--- src/rtl/lgd_pkg.sv ---
// constants for the segment glass driver control block
package lgd_pkg;
  // register indices; the byte address is four times the index
  localparam logic [9:0] IDX_A = 10'h0e4;
  localparam logic [9:0] IDX_B = 10'h0e5;
  localparam logic [11:0] ADDR_A = {IDX_A, 2'b00};
  localparam logic [11:0] ADDR_B = {IDX_B, 2'b00};

  // glass_ctrl_status_a fields
  localparam int A_EN = 7;
  localparam int A_LP = 6;
  localparam int A_FLAG = 4;
  localparam int A_IE = 3;
  localparam int A_BL = 0;
  localparam logic [7:0] A_RESET = 8'h00;

  // glass_ctrl_config_b fields
  localparam int B_CS = 7;
  localparam int B_HB = 6;
  localparam int B_DUTY_HI = 5;
  localparam int B_DUTY_LO = 4;
  localparam int B_PM_HI = 3;
  localparam int B_PM_LO = 0;
  localparam logic [7:0] B_RESET = 8'h00;

  // duty codes
  localparam logic [1:0] DUTY_STATIC = 2'h0;
  localparam logic [1:0] DUTY_HALF = 2'h1;
  localparam logic [1:0] DUTY_THIRD = 2'h2;
  localparam logic [1:0] DUTY_QUARTER = 2'h3;

  // ticks per frame: 8 for most duties, 6 for 1/3 duty
  localparam logic [2:0] LAST_TICK_DEF = 3'h7;
  localparam logic [2:0] LAST_TICK_THIRD = 3'h5;

  // pin level codes; MID is 2/3 at third bias, 1/2 at half bias
  localparam logic [1:0] LVL_GND = 2'h0;
  localparam logic [1:0] LVL_LOW = 2'h1;
  localparam logic [1:0] LVL_MID = 2'h2;
  localparam logic [1:0] LVL_TOP = 2'h3;

  localparam int NSEG = 40;
  localparam int NCOM = 4;
  localparam int SYS_TICK_DIV_DEF = 16;
endpackage

--- src/rtl/lgd_glass_ctrl.sv ---
// segment glass driver control, status and pin waveform logic
//
// Behaviour
// - enable bit high starts driver; it owns commons and segments per duty and mask.
// - enable low stops driver at once and frees all pins to port use.
// - low-power wave select applies from the next frame start.
// - frame flag set at frame start, same cycle display data latched.
// - interrupt needs flag, enable bit and cpu global enable.
// - flag clears when cpu vectors to the frame handler.
// - writing one to flag clears it; zero leaves it.
// - with low-power wave the flag sets every second frame.
// - blanking grounds all pins after current frame until cleared.
// - reserved bits of register a read zero, writes ignored.
// - clock select picks system clock or async clock input.
// - half bias bit picks 1/3 or 1/2 bias on non-static duty.
// - duty field selects static, 1/2, 1/3 or 1/4 duty.
// - commons unused by the duty stay port pins.
// - multiplexed duties use chosen bias; static uses static drive.
// - port mask code sets the number of driven segment pins.
// - small variant reserves top mask bit, reads zero.
// - blanking and wave select are copied at each frame start, data at each latching one.
// - low-power wave latches data only every second frame.
// - blanking leaves display memory untouched.
//
// Decided for this implementation: the APB register port.
`timescale 1ns/100ps
module lgd_glass_ctrl #(
  parameter int unsigned SYS_TICK_DIV = lgd_pkg::SYS_TICK_DIV_DEF,
  parameter bit WIDE_VARIANT = 1'b1
) (
  input wire logic pclk,
  input wire logic presetn,
  input wire logic psel,
  input wire logic penable,
  input wire logic pwrite,
  input wire logic [11:0] paddr,
  input wire logic [31:0] pwdata,
  output logic [31:0] prdata,
  output logic pready,
  output logic pslverr,
  input wire logic ext_lcd_clk,
  input wire logic vector_ack,
  input wire logic [4*lgd_pkg::NSEG-1:0] disp_data,
  output logic [2*lgd_pkg::NSEG-1:0] seg_level,
  output logic [lgd_pkg::NSEG-1:0] seg_drive_en,
  output logic [2*lgd_pkg::NCOM-1:0] com_level,
  output logic [lgd_pkg::NCOM-1:0] com_drive_en,
  output logic half_bias,
  output logic irq
);

  ////////////////////////////////////////////////////////////////////////
  // functions

  // driven segment count for a port mask code
  function automatic logic [5:0] seg_count(input logic [3:0] m);
    logic [5:0] n;
    n = 6'd13;
    if (m < 4'h6) begin
      n = 6'd13 + {1'b0, m, 1'b0};
    end else if (m == 4'h6) begin
      n = 6'd24;
    end else if (m == 4'h7) begin
      n = 6'd25;
    end else if (m == 4'hf) begin
      n = 6'd40;
    end else begin
      n = 6'd27 + {1'b0, m - 4'h8, 1'b0};
    end
    return n;
  endfunction

  // common level: selected swings full, others sit at the bias level
  function automatic logic [1:0] com_lvl(input logic sel, input logic pol,
      input logic [1:0] duty, input logic hb);
    logic [1:0] v;
    v = pol ? lgd_pkg::LVL_GND : lgd_pkg::LVL_TOP;
    if (!sel) begin
      if (duty == lgd_pkg::DUTY_STATIC) begin
        v = pol ? lgd_pkg::LVL_GND : lgd_pkg::LVL_TOP;
      end else if (hb) begin
        v = lgd_pkg::LVL_MID;
      end else begin
        v = pol ? lgd_pkg::LVL_MID : lgd_pkg::LVL_LOW;
      end
    end
    return v;
  endfunction

  // segment level: on opposes the common, off stays near it
  function automatic logic [1:0] seg_lvl(input logic on, input logic pol,
      input logic [1:0] duty, input logic hb);
    logic [1:0] v;
    v = pol ? lgd_pkg::LVL_TOP : lgd_pkg::LVL_GND;
    if (!on) begin
      if (duty == lgd_pkg::DUTY_STATIC || hb) begin
        v = pol ? lgd_pkg::LVL_GND : lgd_pkg::LVL_TOP;
      end else begin
        v = pol ? lgd_pkg::LVL_LOW : lgd_pkg::LVL_MID;
      end
    end
    return v;
  endfunction

  ////////////////////////////////////////////////////////////////////////
  // registers and apb decode

  logic en_r, lp_r, flag_r, ie_r, bl_r;
  logic cs_r, hb_r;
  logic [1:0] duty_r;
  logic [3:0] pm_r;
  logic pready_r, pslverr_r, irq_r, half_bias_r;
  logic [31:0] prdata_r;
  logic setup, access_wr, hit_a, hit_b, wr_a, wr_b;
  logic flag_set, flag_clr;

  assign setup = psel && !penable;
  assign access_wr = psel && penable && pready_r && pwrite;
  assign hit_a = (paddr == lgd_pkg::ADDR_A);
  assign hit_b = (paddr == lgd_pkg::ADDR_B);
  assign wr_a = access_wr && hit_a;
  assign wr_b = access_wr && hit_b;

  // zero-wait slave: ready in every access phase
  always_ff @(posedge pclk or negedge presetn) begin
    if (!presetn) begin
      pready_r <= 1'b0;
      pslverr_r <= 1'b0;
      prdata_r <= 32'h0000_0000;
    end else begin
      pready_r <= setup;
      pslverr_r <= setup && !hit_a && !hit_b;
      prdata_r <= 32'h0000_0000;
      if (setup && !pwrite && hit_a) begin
        // reserved positions read zero
        prdata_r[lgd_pkg::A_EN] <= en_r;
        prdata_r[lgd_pkg::A_LP] <= lp_r;
        prdata_r[lgd_pkg::A_FLAG] <= flag_r;
        prdata_r[lgd_pkg::A_IE] <= ie_r;
        prdata_r[lgd_pkg::A_BL] <= bl_r;
      end else if (setup && !pwrite && hit_b) begin
        prdata_r[lgd_pkg::B_CS] <= cs_r;
        prdata_r[lgd_pkg::B_HB] <= hb_r;
        prdata_r[lgd_pkg::B_DUTY_HI:lgd_pkg::B_DUTY_LO] <= duty_r;
        prdata_r[lgd_pkg::B_PM_HI:lgd_pkg::B_PM_LO] <= pm_r;
      end
    end
  end

  // control register a, writable bits only
  always_ff @(posedge pclk or negedge presetn) begin
    if (!presetn) begin
      en_r <= lgd_pkg::A_RESET[lgd_pkg::A_EN];
      lp_r <= lgd_pkg::A_RESET[lgd_pkg::A_LP];
      ie_r <= lgd_pkg::A_RESET[lgd_pkg::A_IE];
      bl_r <= lgd_pkg::A_RESET[lgd_pkg::A_BL];
    end else if (wr_a) begin
      en_r <= pwdata[lgd_pkg::A_EN];
      lp_r <= pwdata[lgd_pkg::A_LP];
      ie_r <= pwdata[lgd_pkg::A_IE];
      bl_r <= pwdata[lgd_pkg::A_BL];
    end
  end

  // config register b
  always_ff @(posedge pclk or negedge presetn) begin
    if (!presetn) begin
      cs_r <= lgd_pkg::B_RESET[lgd_pkg::B_CS];
      hb_r <= lgd_pkg::B_RESET[lgd_pkg::B_HB];
      duty_r <= lgd_pkg::B_RESET[lgd_pkg::B_DUTY_HI:lgd_pkg::B_DUTY_LO];
      pm_r <= lgd_pkg::B_RESET[lgd_pkg::B_PM_HI:lgd_pkg::B_PM_LO];
    end else if (wr_b) begin
      cs_r <= pwdata[lgd_pkg::B_CS];
      hb_r <= pwdata[lgd_pkg::B_HB];
      duty_r <= pwdata[lgd_pkg::B_DUTY_HI:lgd_pkg::B_DUTY_LO];
      pm_r[2:0] <= pwdata[2:0];
      pm_r[3] <= WIDE_VARIANT ? pwdata[3] : 1'b0;
    end
  end

  ////////////////////////////////////////////////////////////////////////
  // driver tick: system divider or synchronised async clock

  logic ck_s1_r, ck_s2_r, ck_s3_r;
  logic [15:0] div_r;
  logic sys_tick, async_tick, tick;

  // first stage feeds only the second
  always_ff @(posedge pclk or negedge presetn) begin
    if (!presetn) begin
      ck_s1_r <= 1'b0;
      ck_s2_r <= 1'b0;
      ck_s3_r <= 1'b0;
    end else begin
      ck_s1_r <= ext_lcd_clk;
      ck_s2_r <= ck_s1_r;
      ck_s3_r <= ck_s2_r;
    end
  end

  assign sys_tick = (div_r == 16'(SYS_TICK_DIV - 1));
  // async ticks land two to three pclk after the pin edge; the pin
  // must stay well below pclk/2 or edges are lost
  assign async_tick = ck_s2_r && !ck_s3_r;
  assign tick = cs_r ? async_tick : sys_tick;

  always_ff @(posedge pclk or negedge presetn) begin
    if (!presetn) begin
      div_r <= 16'h0000;
    end else if (sys_tick) begin
      div_r <= 16'h0000;
    end else begin
      div_r <= div_r + 16'h0001;
    end
  end

  ////////////////////////////////////////////////////////////////////////
  // frame sequencing and working copies

  logic running_r, pair_odd_r, fpol_r, lp_w_r, bl_w_r;
  logic [2:0] tcnt_r;
  logic [2:0] last_tick;
  logic frame_start, latch_now;
  logic [lgd_pkg::NCOM-1:0][lgd_pkg::NSEG-1:0] data_w_r;

  // a duty change mid frame can stretch that frame once: the tick
  // count runs on to its wrap before the shorter end value is met
  assign last_tick = (duty_r == lgd_pkg::DUTY_THIRD) ?
      lgd_pkg::LAST_TICK_THIRD : lgd_pkg::LAST_TICK_DEF;
  assign frame_start = en_r && tick && (!running_r || tcnt_r == last_tick);
  // low-power wave keeps data over a frame pair
  assign latch_now = !lp_r || !pair_odd_r;

  always_ff @(posedge pclk or negedge presetn) begin
    if (!presetn) begin
      running_r <= 1'b0;
      tcnt_r <= 3'h0;
      pair_odd_r <= 1'b0;
      fpol_r <= 1'b0;
      lp_w_r <= 1'b0;
      bl_w_r <= 1'b0;
    end else if (!en_r) begin
      // stop at once, no frame boundary wait
      running_r <= 1'b0;
      tcnt_r <= 3'h0;
      pair_odd_r <= 1'b0;
      fpol_r <= 1'b0;
      bl_w_r <= 1'b0;
    end else if (frame_start) begin
      running_r <= 1'b1;
      tcnt_r <= 3'h0;
      pair_odd_r <= lp_r ? !pair_odd_r : 1'b0;
      fpol_r <= !fpol_r;
      lp_w_r <= lp_r;
      bl_w_r <= bl_r;
    end else if (tick) begin
      tcnt_r <= tcnt_r + 3'h1;
    end
  end

  // working copy only; memory stays as written
  always_ff @(posedge pclk or negedge presetn) begin
    if (!presetn) begin
      data_w_r <= '0;
    end else if (frame_start && latch_now) begin
      data_w_r <= disp_data;
    end
  end

  ////////////////////////////////////////////////////////////////////////
  // frame flag and interrupt

  assign flag_set = frame_start && latch_now;
  // software clear and vector acknowledge share one path
  assign flag_clr = (wr_a && pwdata[lgd_pkg::A_FLAG]) || vector_ack;

  // a latching frame start in the clearing cycle keeps the flag
  always_ff @(posedge pclk or negedge presetn) begin
    if (!presetn) begin
      flag_r <= lgd_pkg::A_RESET[lgd_pkg::A_FLAG];
    end else if (flag_set) begin
      flag_r <= 1'b1;
    end else if (flag_clr) begin
      flag_r <= 1'b0;
    end
  end

  // global interrupt gating lives in the cpu
  always_ff @(posedge pclk or negedge presetn) begin
    if (!presetn) begin
      irq_r <= 1'b0;
    end else begin
      irq_r <= flag_r && ie_r;
    end
  end

  ////////////////////////////////////////////////////////////////////////
  // pin waveforms

  logic [1:0] com_idx;
  logic half_bit, pol, mux_hb;
  logic [5:0] seg_n;

  always_comb begin
    com_idx = 2'h0;
    half_bit = tcnt_r[0];
    case (duty_r)
      lgd_pkg::DUTY_STATIC: begin
        com_idx = 2'h0;
        half_bit = tcnt_r[2];
      end
      lgd_pkg::DUTY_HALF: begin
        com_idx = {1'b0, tcnt_r[2]};
        half_bit = tcnt_r[1];
      end
      default: begin
        com_idx = tcnt_r[2:1];
        half_bit = tcnt_r[0];
      end
    endcase
  end

  // low-power wave flips polarity per frame, default per half slot
  assign pol = lp_w_r ? fpol_r : half_bit;
  // static duty ignores the bias bit
  assign mux_hb = hb_r && (duty_r != lgd_pkg::DUTY_STATIC);
  assign seg_n = seg_count(pm_r);

  // pins lag the frame state by one pclk so all of them move together
  always_ff @(posedge pclk or negedge presetn) begin
    if (!presetn) begin
      seg_level <= '0;
      seg_drive_en <= '0;
      com_level <= '0;
      com_drive_en <= '0;
      half_bias_r <= 1'b0;
    end else begin
      half_bias_r <= mux_hb;
      for (int s = 0; s < lgd_pkg::NSEG; s++) begin
        // masked pins stay with the port
        seg_drive_en[s] <= running_r && (6'(s) < seg_n);
        if (!running_r || bl_w_r) begin
          seg_level[2*s +: 2] <= lgd_pkg::LVL_GND;
        end else begin
          seg_level[2*s +: 2] <=
              seg_lvl(data_w_r[com_idx][s], pol, duty_r, mux_hb);
        end
      end
      for (int c = 0; c < lgd_pkg::NCOM; c++) begin
        // unused commons stay with the port
        com_drive_en[c] <= running_r && (2'(c) <= duty_r);
        if (!running_r || bl_w_r) begin
          com_level[2*c +: 2] <= lgd_pkg::LVL_GND;
        end else begin
          com_level[2*c +: 2] <=
              com_lvl(2'(c) == com_idx, pol, duty_r, mux_hb);
        end
      end
    end
  end

  assign prdata = prdata_r;
  assign pready = pready_r;
  assign pslverr = pslverr_r;
  assign irq = irq_r;
  assign half_bias = half_bias_r;

endmodule

--- config.mk ---
export PLATFORM = sky130hd
export DESIGN_NAME = lgd_glass_ctrl
export DESIGN_NICKNAME = d
export VERILOG_FILES = /design/src/rtl/lgd_pkg.sv /design/src/rtl/lgd_glass_ctrl.sv
export SDC_FILE = /design/constraint.sdc
export NUM_CORES = 1
export LEC_CHECK = 0
export BUFFER_PORTS_ARGS = -buffer_cell sky130_fd_sc_hd__buf_2
export CORE_MARGIN = 2
export CORE_UTILIZATION = 48
export DETAILED_ROUTE_END_ITERATION = 12
export PLACE_DENSITY = 0.87
export REMOVE_ABC_BUFFERS = 1
export SETUP_SLACK_MARGIN = 0.15
export SLEW_MARGIN = 20
export SYNTH_ARGS = -nofsm -noshare
export SYNTH_HDL_FRONTEND = slang
export SYNTH_SLANG_ARGS = --single-unit
export TNS_END_PERCENT = 5
--- constraint.sdc ---
create_clock -name pclk -period 2.1 [get_ports pclk]
set_input_delay 0.42 -clock pclk [delete_from_list [all_inputs] [get_ports pclk]]
set_output_delay 0.42 -clock pclk [all_outputs]
set_load 0.02 [all_outputs]
==> summary.md <==
| Metric | Value |
|---|---|
| Area Growth Syn to Fin | 30.0% |
| CTS buffer count | 36 |
| Global-route wire length before repair | 58300 um |
| Antenna violations before repair | 3 |
| DR DRC count | 0 |
| CP required | roughly 2500 ps |
| Clock transition at the registers of the reported paths | roughly 60 ps |
| Slew @ Worst Pin | 608 ps |
| PnR worst setup slack | -99.9 ps |
| Final Cycle Share | 105% |
| DPL Wire Length | approximately 26000 um |
| Yosys warns | 0 |
| Clk_skew | approximately 12 ps |
| Iteration-0 DRC Markers | 540 |
| Post-synth cell types | 55 |
| H-tree level count | 2 |
| Slowest-stage cell, CP | dfrtp_1 |
| Worst skew pair latency | 500 ps |
| Ys flop type | dfrtp_1 |
| Register area share after synthesis | about three fifths |
| Crit-path max cell delay | just under 400 ps |
| Cell area after synthesis | 14500 um^2 |
| Dpl cell area | between 15000 and 20000 um^2 |
| Status | finished, violations left |
| 1st-pass router iterations | 5 |
| Gp weighted congestion | 0.832 |
| Clock Path Buffers | 3 |
| Final wirelength | roughly 38000 um |
| Leakage power | between 9 and 10 nW |
| Slew Limit Headroom | approximately 60% |
| Core ar. | about 30000 um^2 |
| Worst Path Max Fanout | 24 |
| Failing checks | negative setup slack |
| Number of port buffers | between 300 and 400 |
| Met1 Track Usage GR | just under 30% |
| GR peak layer | met2 |
| Number of top-level pins | 379 |
| Startpoint Class | register |
| Power consumption | ~14 mW |
| Clock sinks | around 340 |
| Mapped Cells | ~1100 |
| Achievable Freq | 455 MHz |
| Fin nets | between 1500 and 2000 |
| Die Ht | around 180 um |
| Starting density of the core | between 40% and 50% |
| Die W | 178 um |
| Via density | between 5 and 6 |
| Flops & latches, synth | 344 |
| Post-route worst hold slack | 40.4 ps |
| Total grt overflow | 0 |
| Total of max-cap violations | 0 |
| Slew Limit Fails | 0 |
| Worst VDD drop | between 0.5 and 0.6 mV |
| Largest net degree at the start of global routing | between 50 and 60 |
| Min-Delay Path Class | in2reg |
| Asr flop ratio synth | 100% |
| Final Hold Viols | 0 |
| Fin crit period | 2200 ps |
| CTS tree | yes |
| Hold path depth | 1 |
| Crit path kind | reg2reg |
| Setup TNS Final | -6450 ps |
| Die ar. | between 30000 and 40000 um^2 |
| Row cnt | 63 |
| Worst Setup End Kind | register |
| Root buffer cell | clkbuf_16 |
| WL/cell | ~20 um |
| Worst reg2reg path depth | 7 |
| Design area | between 15000 and 20000 um^2 |
| Syn avg cell area | between 10 and 15 um^2 |
| Count of final setup violators | between 100 and 150 |
| Antenna Nets Post-Route | 0 |
| Tot GR Track Use | 23.8% |
| Vias in the first global route | between 10000 and 15000 |
| Top cell by count, worst path | buf_12 |
| GRT met2 Usage | about two fifths |
| Vias | around 10000 |
| Worst EP arrival | 2580 ps |
| RSZ-0062 raised after global routing | yes |
| Cell area power density | ~740 nW/um^2 |
| CP cell instances | nor4_2 -> nand3_1 -> o31ai_4 -> nand4_4 -> buf_12 -> buf_12 -> mux2_1 |
| Layout cell share with drive strength beyond 1 | a little over two fifths |
| Met3 usage | under 10% |
| Post-synth EDFFs | 0 |
==> kinds of logic (layout without fill, tap and decap cells) <==
kind of cell / Yosys count / count (layout) / synth area share (%)
buffers and inverters: 117 / 495 / 4.22
adder cells (fa/ha/maj): 6 / 6 / 0.519
XOR/XNOR: 56 / 56 / 3.39
other: 1 / 27 / 0.0259
multiplexers: 256 / 256 / 19.2
flip-flops: 344 / 344 / 59.6
AND/OR/NAND/NOR: 224 / 224 / 7.03
AO/OA/AOI/OAI: 118 / 118 / 6.02
==> sequential cells by signal, indices dropped and copies added (netlist names), 2 cells and up <==
name,cells
com_drive_en,4
com_level,8
data_w_r,160
div_r,16
duty_r,2
pm_r,4
prdata,8
seg_drive_en,40
seg_level,80
tcnt_r,3
==> cell usage after synthesis (9+ instances only) <==
cell | number | area [um^2]
mux2_1 | 89 | 1000
buf_1 | 12 | 45.0
dfrtp_1 | 344 | 8610
mux2i_1 | 83 | 831
xnor2_1 | 9 | 78.8
nor2_1 | 101 | 379
o21ai_0 | 11 | 55.1
buf_4 | 25 | 188
nand2_1 | 61 | 229
a21oi_1 | 25 | 125
xor2_1 | 47 | 412
nand3_1 | 10 | 50.1
buf_6 | 9 | 101
a221oi_1 | 40 | 350
clkbuf_1 | 46 | 173
mux2_2 | 84 | 946
inv_1 | 16 | 60.1
==> worst max-delay path: cells and delay by family, from the launching register on <==
family | cells | cell delay (ps)
flip-flops | 1 | 390
buffers and inverters | 2 | 370
AND/OR/NAND/NOR | 3 | 690
AO/OA/AOI/OAI | 1 | 280
multiplexers | 1 | 330
==> layout by cell type (no fill, tap or decap), types with 37 or more instances in the layout <==
cell type	Yosys	final
clkbuf_16	0	37
mux2_1	89	68
dfrtp_1	344	340
nor2_1	101	99
mux2i_1	83	81
buf_4	25	50
mux2_2	84	83
buf_2	8	329
xor2_1	47	46
nand2_1	61	57
==> through the flow <==
step,cells,setup slack [ps],utilization [%]
after floorplan,1045,-4490,-
after global placement,1844,-43.6,57.3
after detailed placement,1844,-138,57.3
after CTS,1911,-94.2,62.1
after global routing,1914,-156,63.4
final,1916,-99.9,63.4
==> where the power goes <==
part	internal, mW	switching [mW]	total [mW]
combinational	0.351	0.357	0.708
sequential	6.79	0.102	6.89
clock	3.79	2.55	6.34
total	10.9	3.01	13.9
==> layout make-up <==
type | count | area (um^2)
multi-input combinational | 684 | 5850
fill | 2126 | 10900
timing repair buffer | 414 | 2580
clock inverter | 15 | 163
inverter | 17 | 63.8
sequential | 344 | 8610
clock buffer | 49 | 1020
tap | 390 | 488
antenna | 3 | 7.51
==> final timing paths <==
kind                        startpoint      endpoint  slack, ps
max reg2reg                  div_r[13]  data_w_r[57]       -100
max                          div_r[13]  data_w_r[57]       -100
min reg2reg                    ck_s1_r       ck_s2_r        350
max in group asynchronous      presetn     tcnt_r[1]        920
min                        ext_lcd_clk       ck_s1_r         40
min in group asynchronous      presetn  com_level[7]        450
==> routing by layer <==
metal	vias to the layer above	share of wire, %
met3	87	8.1
li1	4601	-
met2	476	50
met5	-	0
met1	5184	38
met4	0	3.3
==> repair_timing <==
| action | in CTS | in global routing |
|---|---|---|
| endpoints found under the hold margin | 46 | 0 |
| hold buffers | 1 | 0 |
| cloned | 0 | 0 |
| setup endpoints to repair | 241 | 277 |
| setup buffers | 2 | 2 |
| pin swaps | 12 | 13 |
| gates resized for setup | 58 | 68 |
Power figures use the tool's default switching activity.
